## src/rtl/predrv_pkg.sv

```systemverilog
package predrv_pkg;

   // Serial word and command layout
   localparam int WORD_W = 8;
   localparam int OPC_MSB = 7;
   localparam int OPC_LSB = 6;
   localparam int ARG_W = 6;
   localparam logic [1:0] OPC_NOP = 2'h0;
   localparam logic [1:0] OPC_DEAD_SET = 2'h1;
   localparam logic [1:0] OPC_SIMUL_ALLOW = 2'h2;
   localparam logic [1:0] OPC_SIMUL_BLOCK = 2'h3;
   // Key that must accompany the simultaneous-drive unlock
   localparam logic [5:0] SAFE_KEY = 6'h2a;

   // Reset values of the configuration
   localparam logic [5:0] DEAD_RST = 6'h04;
   localparam logic SIMUL_RST = 1'b0;

   // Timing
   localparam int CLK_PERIOD_NS = 40;
   localparam int SCLK_TYP_KHZ = 3000;
   localparam int DEAD_STEP_NS = 80;
   localparam int DEAD_STEP_CYC =
      (DEAD_STEP_NS + CLK_PERIOD_NS - 1) / CLK_PERIOD_NS;
   localparam int DEAD_CNT_W = 8;

   // Pin synchroniser width
   localparam int PIN_W = 14;
   // Pin rest levels: high-side requests and chip select idle high
   localparam logic [PIN_W-1:0] PIN_RST = 14'h0e04;

   // Three phases of gate drive, bit 0 is phase A
   typedef struct packed {
      logic [2:0] high;
      logic [2:0] low;
   } gate_pair_t;

   // Configuration loaded over the serial port
   typedef struct packed {
      logic simul_ok;
      logic [5:0] dead;
   } drive_cfg_t;

endpackage

```

## src/rtl/serial_port.sv

```systemverilog
`timescale 1ns/1ps
module serial_port (
   // Clock and reset
   input wire logic clk_i,
   input wire logic rst_n_i,
   // Synchronised serial pins
   input wire logic cs_n_i,
   input wire logic sclk_i,
   input wire logic sdi_i,
   // Word shifted back to the host
   input wire logic [predrv_pkg::WORD_W-1:0] reply_i,
   // Received word
   output logic [predrv_pkg::WORD_W-1:0] word_o,
   output logic word_valid_o,
   // Serial data out with active-low enable
   output logic sdo_o,
   output logic sdo_oe_n_o
);

   // Frame states
   typedef enum logic {S_IDLE, S_SHIFT} sp_state_t;

   sp_state_t state_q; // Frame state
   logic sclk_q; // Previous serial clock level
   logic [predrv_pkg::WORD_W-1:0] rx_q; // Receive shifter
   logic [predrv_pkg::WORD_W-1:0] tx_q; // Transmit shifter
   logic [3:0] cnt_q; // Bits taken, saturates at one past a word

   // Falling edge of the serial clock
   wire sclk_fall = sclk_q & ~sclk_i;
   wire full_word = (cnt_q == 4'(predrv_pkg::WORD_W));

   // Frame engine: port is live only inside a chip select frame
   always_ff @(posedge clk_i or negedge rst_n_i) begin
      if (!rst_n_i) begin
         state_q <= S_IDLE;
         sclk_q <= 1'b0;
         rx_q <= '0;
         tx_q <= '0;
         cnt_q <= 4'h0;
         word_o <= '0;
         word_valid_o <= 1'b0;
         sdo_o <= 1'b0;
         sdo_oe_n_o <= 1'b1;
      end else begin
         sclk_q <= sclk_i;
         word_valid_o <= 1'b0;
         unique case (state_q)
            S_IDLE: begin
               // Output released until chip select falls
               sdo_oe_n_o <= 1'b1;
               if (!cs_n_i) begin // Frame opens
                  state_q <= S_SHIFT;
                  cnt_q <= 4'h0;
                  tx_q <= reply_i;
                  sdo_o <= reply_i[predrv_pkg::WORD_W-1];
                  sdo_oe_n_o <= 1'b0;
               end
            end
            S_SHIFT: begin
               if (cs_n_i) begin // Frame closes, whole words only
                  state_q <= S_IDLE;
                  sdo_oe_n_o <= 1'b1;
                  word_o <= rx_q;
                  word_valid_o <= full_word;
               end else if (sclk_fall) begin
                  // Capture on falling edge, MSB arrives first
                  rx_q <= {rx_q[predrv_pkg::WORD_W-2:0], sdi_i};
                  tx_q <= {tx_q[predrv_pkg::WORD_W-2:0], 1'b0};
                  sdo_o <= tx_q[predrv_pkg::WORD_W-2];
                  if (cnt_q <= 4'(predrv_pkg::WORD_W)) begin
                     cnt_q <= cnt_q + 4'h1;
                  end
               end
            end
         endcase
      end
   end

endmodule

```

## src/rtl/predrv_top.sv

```systemverilog
// What this block does
// - Gates on only while both enables high
// - High-side request input is active low
// - Low-side request input is active high
// - Chip select frames commands, enables serial port
// - Serial data taken on falling clock, MSB first
// - Serial output released until chip select low
// - Status low when switch node below half supply
// - Dead time between complements set over serial
// - Simultaneous drive only after safe command
// - Interlock keeps both sides of phase apart unless simultaneous drive is permitted
`timescale 1ns/1ps
module predrv_top (
   // Clock and reset
   input wire logic sys_clk_i,
   input wire logic rst_b_i,
   // Enable pins
   input wire logic enable_input_one_i,
   input wire logic enable_input_two_i,
   // Direct phase requests
   input wire logic phase_a_high_side_request_n_i,
   input wire logic phase_a_low_side_request_i,
   input wire logic phase_b_high_side_request_n_i,
   input wire logic phase_b_low_side_request_i,
   input wire logic phase_c_high_side_request_n_i,
   input wire logic phase_c_low_side_request_i,
   // Switch node comparators, high when node at or above half supply
   input wire logic phase_a_switch_node_above_half_i,
   input wire logic phase_b_switch_node_above_half_i,
   input wire logic phase_c_switch_node_above_half_i,
   // Serial port pins
   input wire logic chip_select_n_i,
   input wire logic serial_clk_i,
   input wire logic serial_data_i,
   output logic serial_data_o,
   output logic serial_data_oe_n_o,
   // Phase level status
   output logic phase_a_level_status_o,
   output logic phase_b_level_status_o,
   output logic phase_c_level_status_o,
   // Gate drive commands, bit 0 is phase A
   output logic [2:0] high_side_gate_o,
   output logic [2:0] low_side_gate_o
);

   // Reset release chain
   logic rst_meta_q; // First reset stage
   logic rst_n_q; // Released reset used everywhere else

   // Pin synchroniser stages
   logic [predrv_pkg::PIN_W-1:0] pin_meta_q; // First stage only
   logic [predrv_pkg::PIN_W-1:0] pin_q; // Second stage, safe to read

   // Configuration and drive state
   predrv_pkg::drive_cfg_t cfg_q; // Dead time and simultaneous permit
   predrv_pkg::gate_pair_t gate_q; // Registered gate commands
   predrv_pkg::gate_pair_t gate_d; // Next gate commands
   logic [2:0] status_q; // Registered level status
   logic [predrv_pkg::DEAD_CNT_W-1:0] dead_cnt_q [3]; // Blanking timers

   // Serial port results
   logic [predrv_pkg::WORD_W-1:0] rx_word; // Word from the last closed frame, complete or not
   logic rx_valid; // One-cycle pulse per word
   logic sdo; // Serial data from the shifter
   logic sdo_oe_n; // Active-low output enable

   // Dead time in system clocks from the programmed step count
   function automatic logic [predrv_pkg::DEAD_CNT_W-1:0] dead_cycles(
      input logic [5:0] steps);
      logic [15:0] prod;
      prod = 16'(steps) * 16'(predrv_pkg::DEAD_STEP_CYC);
      return prod[predrv_pkg::DEAD_CNT_W-1:0];
   endfunction

   // Reset: asynchronous assert, released through two flops
   always_ff @(posedge sys_clk_i or negedge rst_b_i) begin
      if (!rst_b_i) begin
         rst_meta_q <= 1'b0;
         rst_n_q <= 1'b0;
      end else begin
         rst_meta_q <= 1'b1;
         rst_n_q <= rst_meta_q;
      end
   end

   // Gather every outside pin for synchronising
   wire [predrv_pkg::PIN_W-1:0] pin_raw = {
      enable_input_one_i, enable_input_two_i,
      phase_c_high_side_request_n_i, phase_b_high_side_request_n_i,
      phase_a_high_side_request_n_i,
      phase_c_low_side_request_i, phase_b_low_side_request_i,
      phase_a_low_side_request_i,
      phase_c_switch_node_above_half_i, phase_b_switch_node_above_half_i,
      phase_a_switch_node_above_half_i,
      chip_select_n_i, serial_clk_i, serial_data_i};

   // Two-flop synchroniser on all pins, both stages idle at rest levels
   // Chip select resets high so no frame opens as reset lifts
   always_ff @(posedge sys_clk_i or negedge rst_n_q) begin
      if (!rst_n_q) begin
         pin_meta_q <= predrv_pkg::PIN_RST;
         pin_q <= predrv_pkg::PIN_RST;
      end else begin
         pin_meta_q <= pin_raw;
         pin_q <= pin_meta_q;
      end
   end

   // Named views of the synchronised pins
   wire en_one = pin_q[13];
   wire en_two = pin_q[12];
   wire [2:0] hs_req_n = pin_q[11:9];
   wire [2:0] ls_req = pin_q[8:6];
   wire [2:0] node_above = pin_q[5:3];
   wire cs_n = pin_q[2];
   wire sclk = pin_q[1];
   wire sdi = pin_q[0];

   // Both enables must be high for any gate to turn on
   wire drive_ok = en_one & en_two;
   // High-side requests are active low
   wire [2:0] hs_req = ~hs_req_n;
   // Low-side requests are active high
   wire [2:0] ls_want = ls_req;

   // Serial framing and shifting; host clock rate set by the bench host model
   serial_port u_serial (
      .clk_i(sys_clk_i),
      .rst_n_i(rst_n_q),
      .cs_n_i(cs_n),
      .sclk_i(sclk),
      .sdi_i(sdi),
      .reply_i({cfg_q.simul_ok, drive_ok, cfg_q.dead}),
      .word_o(rx_word),
      .word_valid_o(rx_valid),
      .sdo_o(sdo),
      .sdo_oe_n_o(sdo_oe_n)
   );

   // Command decode
   wire [1:0] opc = rx_word[predrv_pkg::OPC_MSB:predrv_pkg::OPC_LSB];
   wire [predrv_pkg::ARG_W-1:0] arg = rx_word[predrv_pkg::ARG_W-1:0];
   wire cmd_dead = rx_valid & (opc == predrv_pkg::OPC_DEAD_SET);
   // Unlock needs both the opcode and the key
   wire cmd_allow = rx_valid & (opc == predrv_pkg::OPC_SIMUL_ALLOW) &
      (arg == predrv_pkg::SAFE_KEY);
   wire cmd_block = rx_valid & (opc == predrv_pkg::OPC_SIMUL_BLOCK);

   // Configuration registers
   always_ff @(posedge sys_clk_i or negedge rst_n_q) begin
      if (!rst_n_q) begin
         cfg_q.dead <= predrv_pkg::DEAD_RST;
         cfg_q.simul_ok <= predrv_pkg::SIMUL_RST;
      end else begin
         // Dead time programmed over the serial port
         if (cmd_dead) begin
            cfg_q.dead <= arg;
         end
         // Simultaneous drive only after the safe command
         if (cmd_allow) begin
            cfg_q.simul_ok <= 1'b1;
         end else if (cmd_block) begin
            cfg_q.simul_ok <= 1'b0;
         end
      end
   end

   // Per-phase interlock and blanking
   for (genvar p = 0; p < 3; p++) begin : g_phase
      // Blanking timer has run out
      wire blank_done = (dead_cnt_q[p] == '0);
      // Interlock: neither side may start while the other is on
      wire hs_clear = ~ls_want[p] & ~gate_q.low[p] & blank_done;
      wire ls_clear = ~hs_req[p] & ~gate_q.high[p] & blank_done;
      // Turn-on needs enables, a request and a clear path or the permit
      wire hs_on = drive_ok & hs_req[p] &
         (cfg_q.simul_ok | hs_clear);
      wire ls_on = drive_ok & ls_want[p] &
         (cfg_q.simul_ok | ls_clear);
      // A side that is already on stays on while enabled and still requested, unless the other side is requested without the permit
      assign gate_d.high[p] = hs_on | (drive_ok & hs_req[p] &
         gate_q.high[p] & (cfg_q.simul_ok | ~ls_want[p]));
      assign gate_d.low[p] = ls_on | (drive_ok & ls_want[p] &
         gate_q.low[p] & (cfg_q.simul_ok | ~hs_req[p]));
      // Any side turning off starts a blanking interval
      wire turn_off = (gate_q.high[p] & ~gate_d.high[p]) |
         (gate_q.low[p] & ~gate_d.low[p]);

      // Blanking timer, reloaded by each turn-off
      always_ff @(posedge sys_clk_i or negedge rst_n_q) begin
         if (!rst_n_q) begin
            dead_cnt_q[p] <= '0;
         end else if (turn_off) begin
            dead_cnt_q[p] <= dead_cycles(cfg_q.dead);
         end else if (!blank_done) begin
            dead_cnt_q[p] <= dead_cnt_q[p] - 8'h01;
         end
      end
   end

   // Gate and status outputs
   always_ff @(posedge sys_clk_i or negedge rst_n_q) begin
      if (!rst_n_q) begin
         gate_q <= '0;
         status_q <= 3'h0;
      end else begin
         gate_q <= gate_d;
         // Status follows the half-supply comparator
         status_q <= node_above;
      end
   end

   // Outputs come straight from flops
   assign high_side_gate_o = gate_q.high;
   assign low_side_gate_o = gate_q.low;
   assign phase_a_level_status_o = status_q[0];
   assign phase_b_level_status_o = status_q[1];
   assign phase_c_level_status_o = status_q[2];
   assign serial_data_o = sdo;
   assign serial_data_oe_n_o = sdo_oe_n;

endmodule

```

## config.mk

```make
export PLATFORM = sky130hd
export DESIGN_NAME = predrv_top
export DESIGN_NICKNAME = d
export VERILOG_FILES = /design/src/rtl/predrv_pkg.sv /design/src/rtl/serial_port.sv /design/src/rtl/predrv_top.sv
export SDC_FILE = /design/constraint.sdc
export NUM_CORES = 1
export LEC_CHECK = 0
export BUFFER_PORTS_ARGS = -buffer_cell sky130_fd_sc_hd__buf_2
export CORE_ASPECT_RATIO = 1.1
export CORE_MARGIN = 2
export CORE_UTILIZATION = 32
export CTS_BUF_LIST = sky130_fd_sc_hd__clkbuf_8 sky130_fd_sc_hd__clkbuf_16
export CTS_CLUSTER_DIAMETER = 40
export DETAILED_ROUTE_END_ITERATION = 12
export SYNTH_ARGS = -nofsm -noshare
export SYNTH_HDL_FRONTEND = slang
export SYNTH_SLANG_ARGS = --single-unit
export TNS_END_PERCENT = 1
```

## constraint.sdc

```tcl
create_clock -name sys_clk_i -period 3.39 [get_ports sys_clk_i]
set_clock_uncertainty 0.05 [all_clocks]
set_input_delay 0.339 -clock sys_clk_i [delete_from_list [all_inputs] [get_ports sys_clk_i]]
set_output_delay 0.339 -clock sys_clk_i [all_outputs]
set_load 0.1 [all_outputs]
```

# After elaboration in Yosys (flattened, before gate mapping)
# Index checks and enable logic that the tools add are counted.
# Widths: inputs -> output; s select.
# word_totals
register_bits	102
input_bits	16
output_inout_bits	11
wordCells	165
# op_classes
add_sub_neg	4
magnitude_cmp	1
n_eq_ne	13
n_mux	27
n_bitwise	91
reduce_logical	8
# op_table
op	n
$and 1x1->1	48
$mux 8	6
$logic_not 8->1	3
$sub 8x1->8 const B	3
$mux 7	3
$not 1->1	21
$or 1x1->1	21
$mux 4	4
$pmux 7 s2	1
$mux 1	10
$ne 2x2->1 const B	5
$pmux 4 s2	1
$eq 6x6->1 const B	1
$ne 2x1->1 const B	3
$reduce_and 3->1	2
$add 4x1->4 const B	1
$eq 2x2->1 const B	2
$eq 4x4->1 const B	1
$le 4x4->1 const B	1
$pmux 1 s2	2
$reduce_and 4->1	1
$not 3->3	1
$eq 2x1->1 const B	1
$reduce_and 2->1	1
$reduce_bool 2->1	1

# Depth between registers and ports, before layout
# logic_depth
ltp_word	11
ltp_mapped	7
depth_no_buf	6

# Cells and area by module
# A second synthesis with hierarchy kept.
# hier_totals
cells_unflattened	343
hier_area_um2	4319.1
# by_module_without_submodules
module	instances	cells_each	area_per_inst_um2	seq_area_each_um2
predrv_top	1	240	2982.9	1762.9
serial_port	1	103	1336.3	802.0

# Least setup slack after synthesis
# No wires, ideal clock.
# synth_path
kind	flip-flop to flip-flop
start	reg gate_q, in the netlist low_side_gate_o[2]
end	reg dead_cnt_q[1] (netlist name)
setup_time_ns	0.125
t_arrival_ns	2.034
required_time_ns	3.215
setup_slack_ns	1.181
stages_incl_launch_ff	4
n_path_buf	0
period_less_slack_ns	2.209
cell_sequence	dfrtp_1 -> o21ai_0 -> a221oi_4 -> mux2_2
# synth_via
elab_chain_cells	10
elab_cells_between_ends	16
classes_between	eq/ne: 1; mux: 1; bitwise: 14
# synth_lines
element	line_no	source
start: declaration	predrv_top.sv:56	predrv_pkg::gate_pair_t gate_q;
start signal: assignment	predrv_top.sv:207	gate_q <= gate_d;
$not 1->1	predrv_top.sv:173	wire hs_clear = ~ls_want[p] & ~gate_q.low[p] & blank_done;
$and 1x1->1 (2 in a row)	predrv_top.sv:173	
$or 1x1->1	predrv_top.sv:177	(cfg_q.simul_ok | hs_clear);
$and 1x1->1	predrv_top.sv:176	wire hs_on = drive_ok & hs_req[p] &
$or 1x1->1	predrv_top.sv:181	assign gate_d.high[p] = hs_on | (drive_ok & hs_req[p] &
$not 1->1	predrv_top.sv:186	wire turn_off = (gate_q.high[p] & ~gate_d.high[p]) |
$and 1x1->1	predrv_top.sv:186	
$or 1x1->1 *	predrv_top.sv:186	
$ne 2x1->1 (no line) or $mux 8 (tied branches)	-	
end signal: indexed assignment	predrv_top.sv:194	dead_cnt_q[p] <= dead_cycles(cfg_q.dead);
end signal: indexed assignment	predrv_top.sv:196	dead_cnt_q[p] <= dead_cnt_q[p] - 8'h01;
end: declaration	predrv_top.sv:59	logic [predrv_pkg::DEAD_CNT_W-1:0] dead_cnt_q [3];
# Every way passes the cells marked *; elsewhere a longest branch is shown, timed or not.
# A chain may end at the register's enable or synchronous reset.

# Worst setup path in the final report
# layout_path
start	reg u_serial.state_q
end	reg u_serial.rx_q[7] (netlist name)
# layout_via
elab_chain_cells	1
# layout_lines
element	line_no	source
start: declaration	serial_port.sv:23	sp_state_t state_q;
start signal: assignment	serial_port.sv:36	state_q <= S_IDLE;
start signal: assignment	serial_port.sv:53	state_q <= S_SHIFT;
start signal: assignment	serial_port.sv:62	state_q <= S_IDLE;
$reduce_and 3->1 (no line)	-	
end signal: assignment	serial_port.sv:68	rx_q <= {rx_q[predrv_pkg::WORD_W-2:0], sdi_i};
end: declaration	serial_port.sv:25	logic [predrv_pkg::WORD_W-1:0] rx_q;
# No other way between the ends.

==> metrics <==
status=finished clean; FF-to-FF path depth=2; # diodes=0; Cell Area, Synth=0.00428 mm^2; CTS max path bufs=2; Die H=125 um; Root Driver=clkbuf_16; Cells after Synth=340; final setup violation count=0; Met2 Wirelength=3690 um; Mean Syn Cell Area=12.6 um^2; number of global-route vias before repair=2621; Hold WS=0.0365 ns; Post-synth EDFFs=0; WL/cell=14.4 um; Worst-Margin Slew=0.764 ns; # IOs=27; Die W=114 um; CTS tree=done; Pre-antenna DRT Iters=6; area of the core=0.0132 mm^2; FP Rows=44; I/O Buffers=26; largest net degree at the start of global routing=59; DR vias/cell=4.82; final slew viol count=0; Fin Setup TNS=0 ns; Max Freq=507 MHz; initial DRC count=77; CTS Hold Bufs=1; fill count=1255; DR top layer=met4; Post-CTS Setup Repair Bufs=0; total chip power=3.08 mW; VDD IR-drop max=0.000353 V; antenna-violating nets left=0; total number of vias=2598; hold path endpoint=pin_meta_q[11]; antenna violations before repair=0; RSZ-0062 raised after global routing=no; register area share after synthesis=59.9%; area of the multi-input gates=0.00160 mm^2; Final Cycle Share=58.2%; top-area cell type share of the netlist area=53.8%; synth top area cells=dfrtp_1 (54%), mux2_2 (10%), dfstp_2 (6.1%); clock sink count=102; Post-route DRC=0; Die ar.=0.0143 mm^2; worst path required time=3.56 ns; worst-skew pair later-pin latency=0.34 ns; Yosys cell types=43; endpoint class of the critical path=flip-flop; Post-CTS Resized=0; DR WL met3=193 um; flop2flop setup slack=1.42 ns; worst hold-check path type=input pin to flip-flop; largest area contributor in the netlist=dfrtp_1; DRT Wirelength=7740 um; min Tclk post-route=1.97 ns; leakage power=2.34 nW; Post-Syn Nets=364; Worst R2R End=u_serial.rx_q[7]; cell with the most instances after synthesis=dfrtp_1; final hold violations=0; initial core utilization=32.5%; first-pass GRT wire length=13300 um; FFs w/ async S/R, synth=100%; clk slew on worst S/H paths=0.07 ns; # H-tree levels=3; wl on met1=3730 um; dpl hpwl=5450 um; power per cell area=626 mW/mm^2; crit-path max FO=15; Rel. slew slack=49.1%; ys flop type=dfrtp_1; nature of the critical path startpoint=flip-flop; Overall Global Routing Usage=11.9%; most frequent cells after synthesis=dfrtp_1 (92), nor2_1 (39), mux2_2 (38); Remaining Overflow, GRT=0; Yosys reg bits=102; Hold Path Origin=phase_c_high_side_request_n_i; Storage cell area=0.00257 mm^2; Core Util, Final=37.4%; total of max-cap violations=0; GP Congestion=0.749; nets=397; Setup Crit Path Kind=flip-flop to flip-flop; worst r2r src=u_serial.state_q; critical path arrival=2.15 ns; YS warnings=0; Worst Hold Depth=1; synth-to-layout area growth=15.0%; cts bufs inserted=9; layout cells sized above 1=27.2%
cell families (layout without fill, tap and decap cells):
logic type | Yosys count | count (layout) | synth area share, %
xor+xnor | 9 | 9 | 1.84
simple gates | 85 | 85 | 10.8
other cells | 1 | 1 | 0.0876
flops | 102 | 102 | 59.9
compound gates | 50 | 50 | 8.04
buf+inv | 29 | 67 | 2.83
mux | 56 | 56 | 14.2
fa+ha+maj | 8 | 8 | 2.34
routing by layer:
| metal | vias up | global-route usage, % |
|---|---|---|
| met5 | - | 0 |
| met4 | 0 | 4.95 |
| met3 | 10 | 2.62 |
| met2 | 39 | 18.8 |
| met1 | 1293 | 15.9 |
| li1 | 1256 | - |
where the power goes:
| part | internal (mW) | total, mW | switching [mW] |
|---|---|---|---|
| logic | 0.279 | 0.562 | 0.283 |
| clock network | 0.649 | 1.10 | 0.447 |
| registers | 1.33 | 1.42 | 0.0924 |
| total | 2.26 | 3.08 | 0.823 |
metrics by stage:
stage               setup WS, ns  instances  instance area, um^2
finish                      1.42        539                 4930
detailed placement          1.43        522                 4590
CTS                         1.41        539                 4930
floorplan                  0.306        340                 4280
global route                1.30        539                 4930
global placement            1.49        522                 4590
registers in the layout, summed over array words and instances (netlist names), 4 cells and up:
signal and flops:
u_serial.word_o 8, u_serial.rx_q 8, cfg_q 7, pin_meta_q 14, u_serial.cnt_q 4, pin_q 14
dead_cnt_q 24, u_serial.tx_q 7
worst max path at each step:
stage | start | to | slack (ns) | cells past startpoint
after floorplan | rst_n_q | cfg_q[0] | 0.31 | 0
after global placement | dead_cnt_q[0] | dead_cnt_q[1] | 1.49 | 6
final | u_serial.state_q | u_serial.rx_q[7] | 1.42 | 2
after global routing | dead_cnt_q[0] | dead_cnt_q[1] | 1.30 | 6
after detailed placement | u_serial.state_q | u_serial.rx_q[0] | 1.43 | 2
after CTS | u_serial.state_q | u_serial.rx_q[0] | 1.41 | 2
critical path: stages (launching register included):
cell,delay (ns)
dfrtp_1,0.74
nor3b_2,0.66
mux2_2,0.41
cell type report:
type	instances	area share [%]
clock buffers	9	4.57
clock inverters	7	1.98
inverters	22	1.68
multi-input cells	209	32.4
flip-flops and latches	102	52.1
well taps	161	4.09
repair buffers	29	3.15
cells in the final DEF, fill, tap and decap left out, drive strengths merged, types with 2 or more instances in the layout:
cell,count
o21ai,11
and2,3
bufinv,2
dfstp,10
clkinv,2
or4,5
inv,23
and4,2
nand2,11
mux2,38
a21oi,21
dfrtp,92
nor2b,3
o31ai,3
mux2i,18
xnor2,9
a211oi,2
buf,28
ha,8
nor4,4
nand2b,3
a2111oi,2
and3,2
nor3b,5
nand4,4
clkinvlp,2
a31oi,6
clkbuf,9
nor2,39
Note: power is estimated with default switching activity, not from simulation.
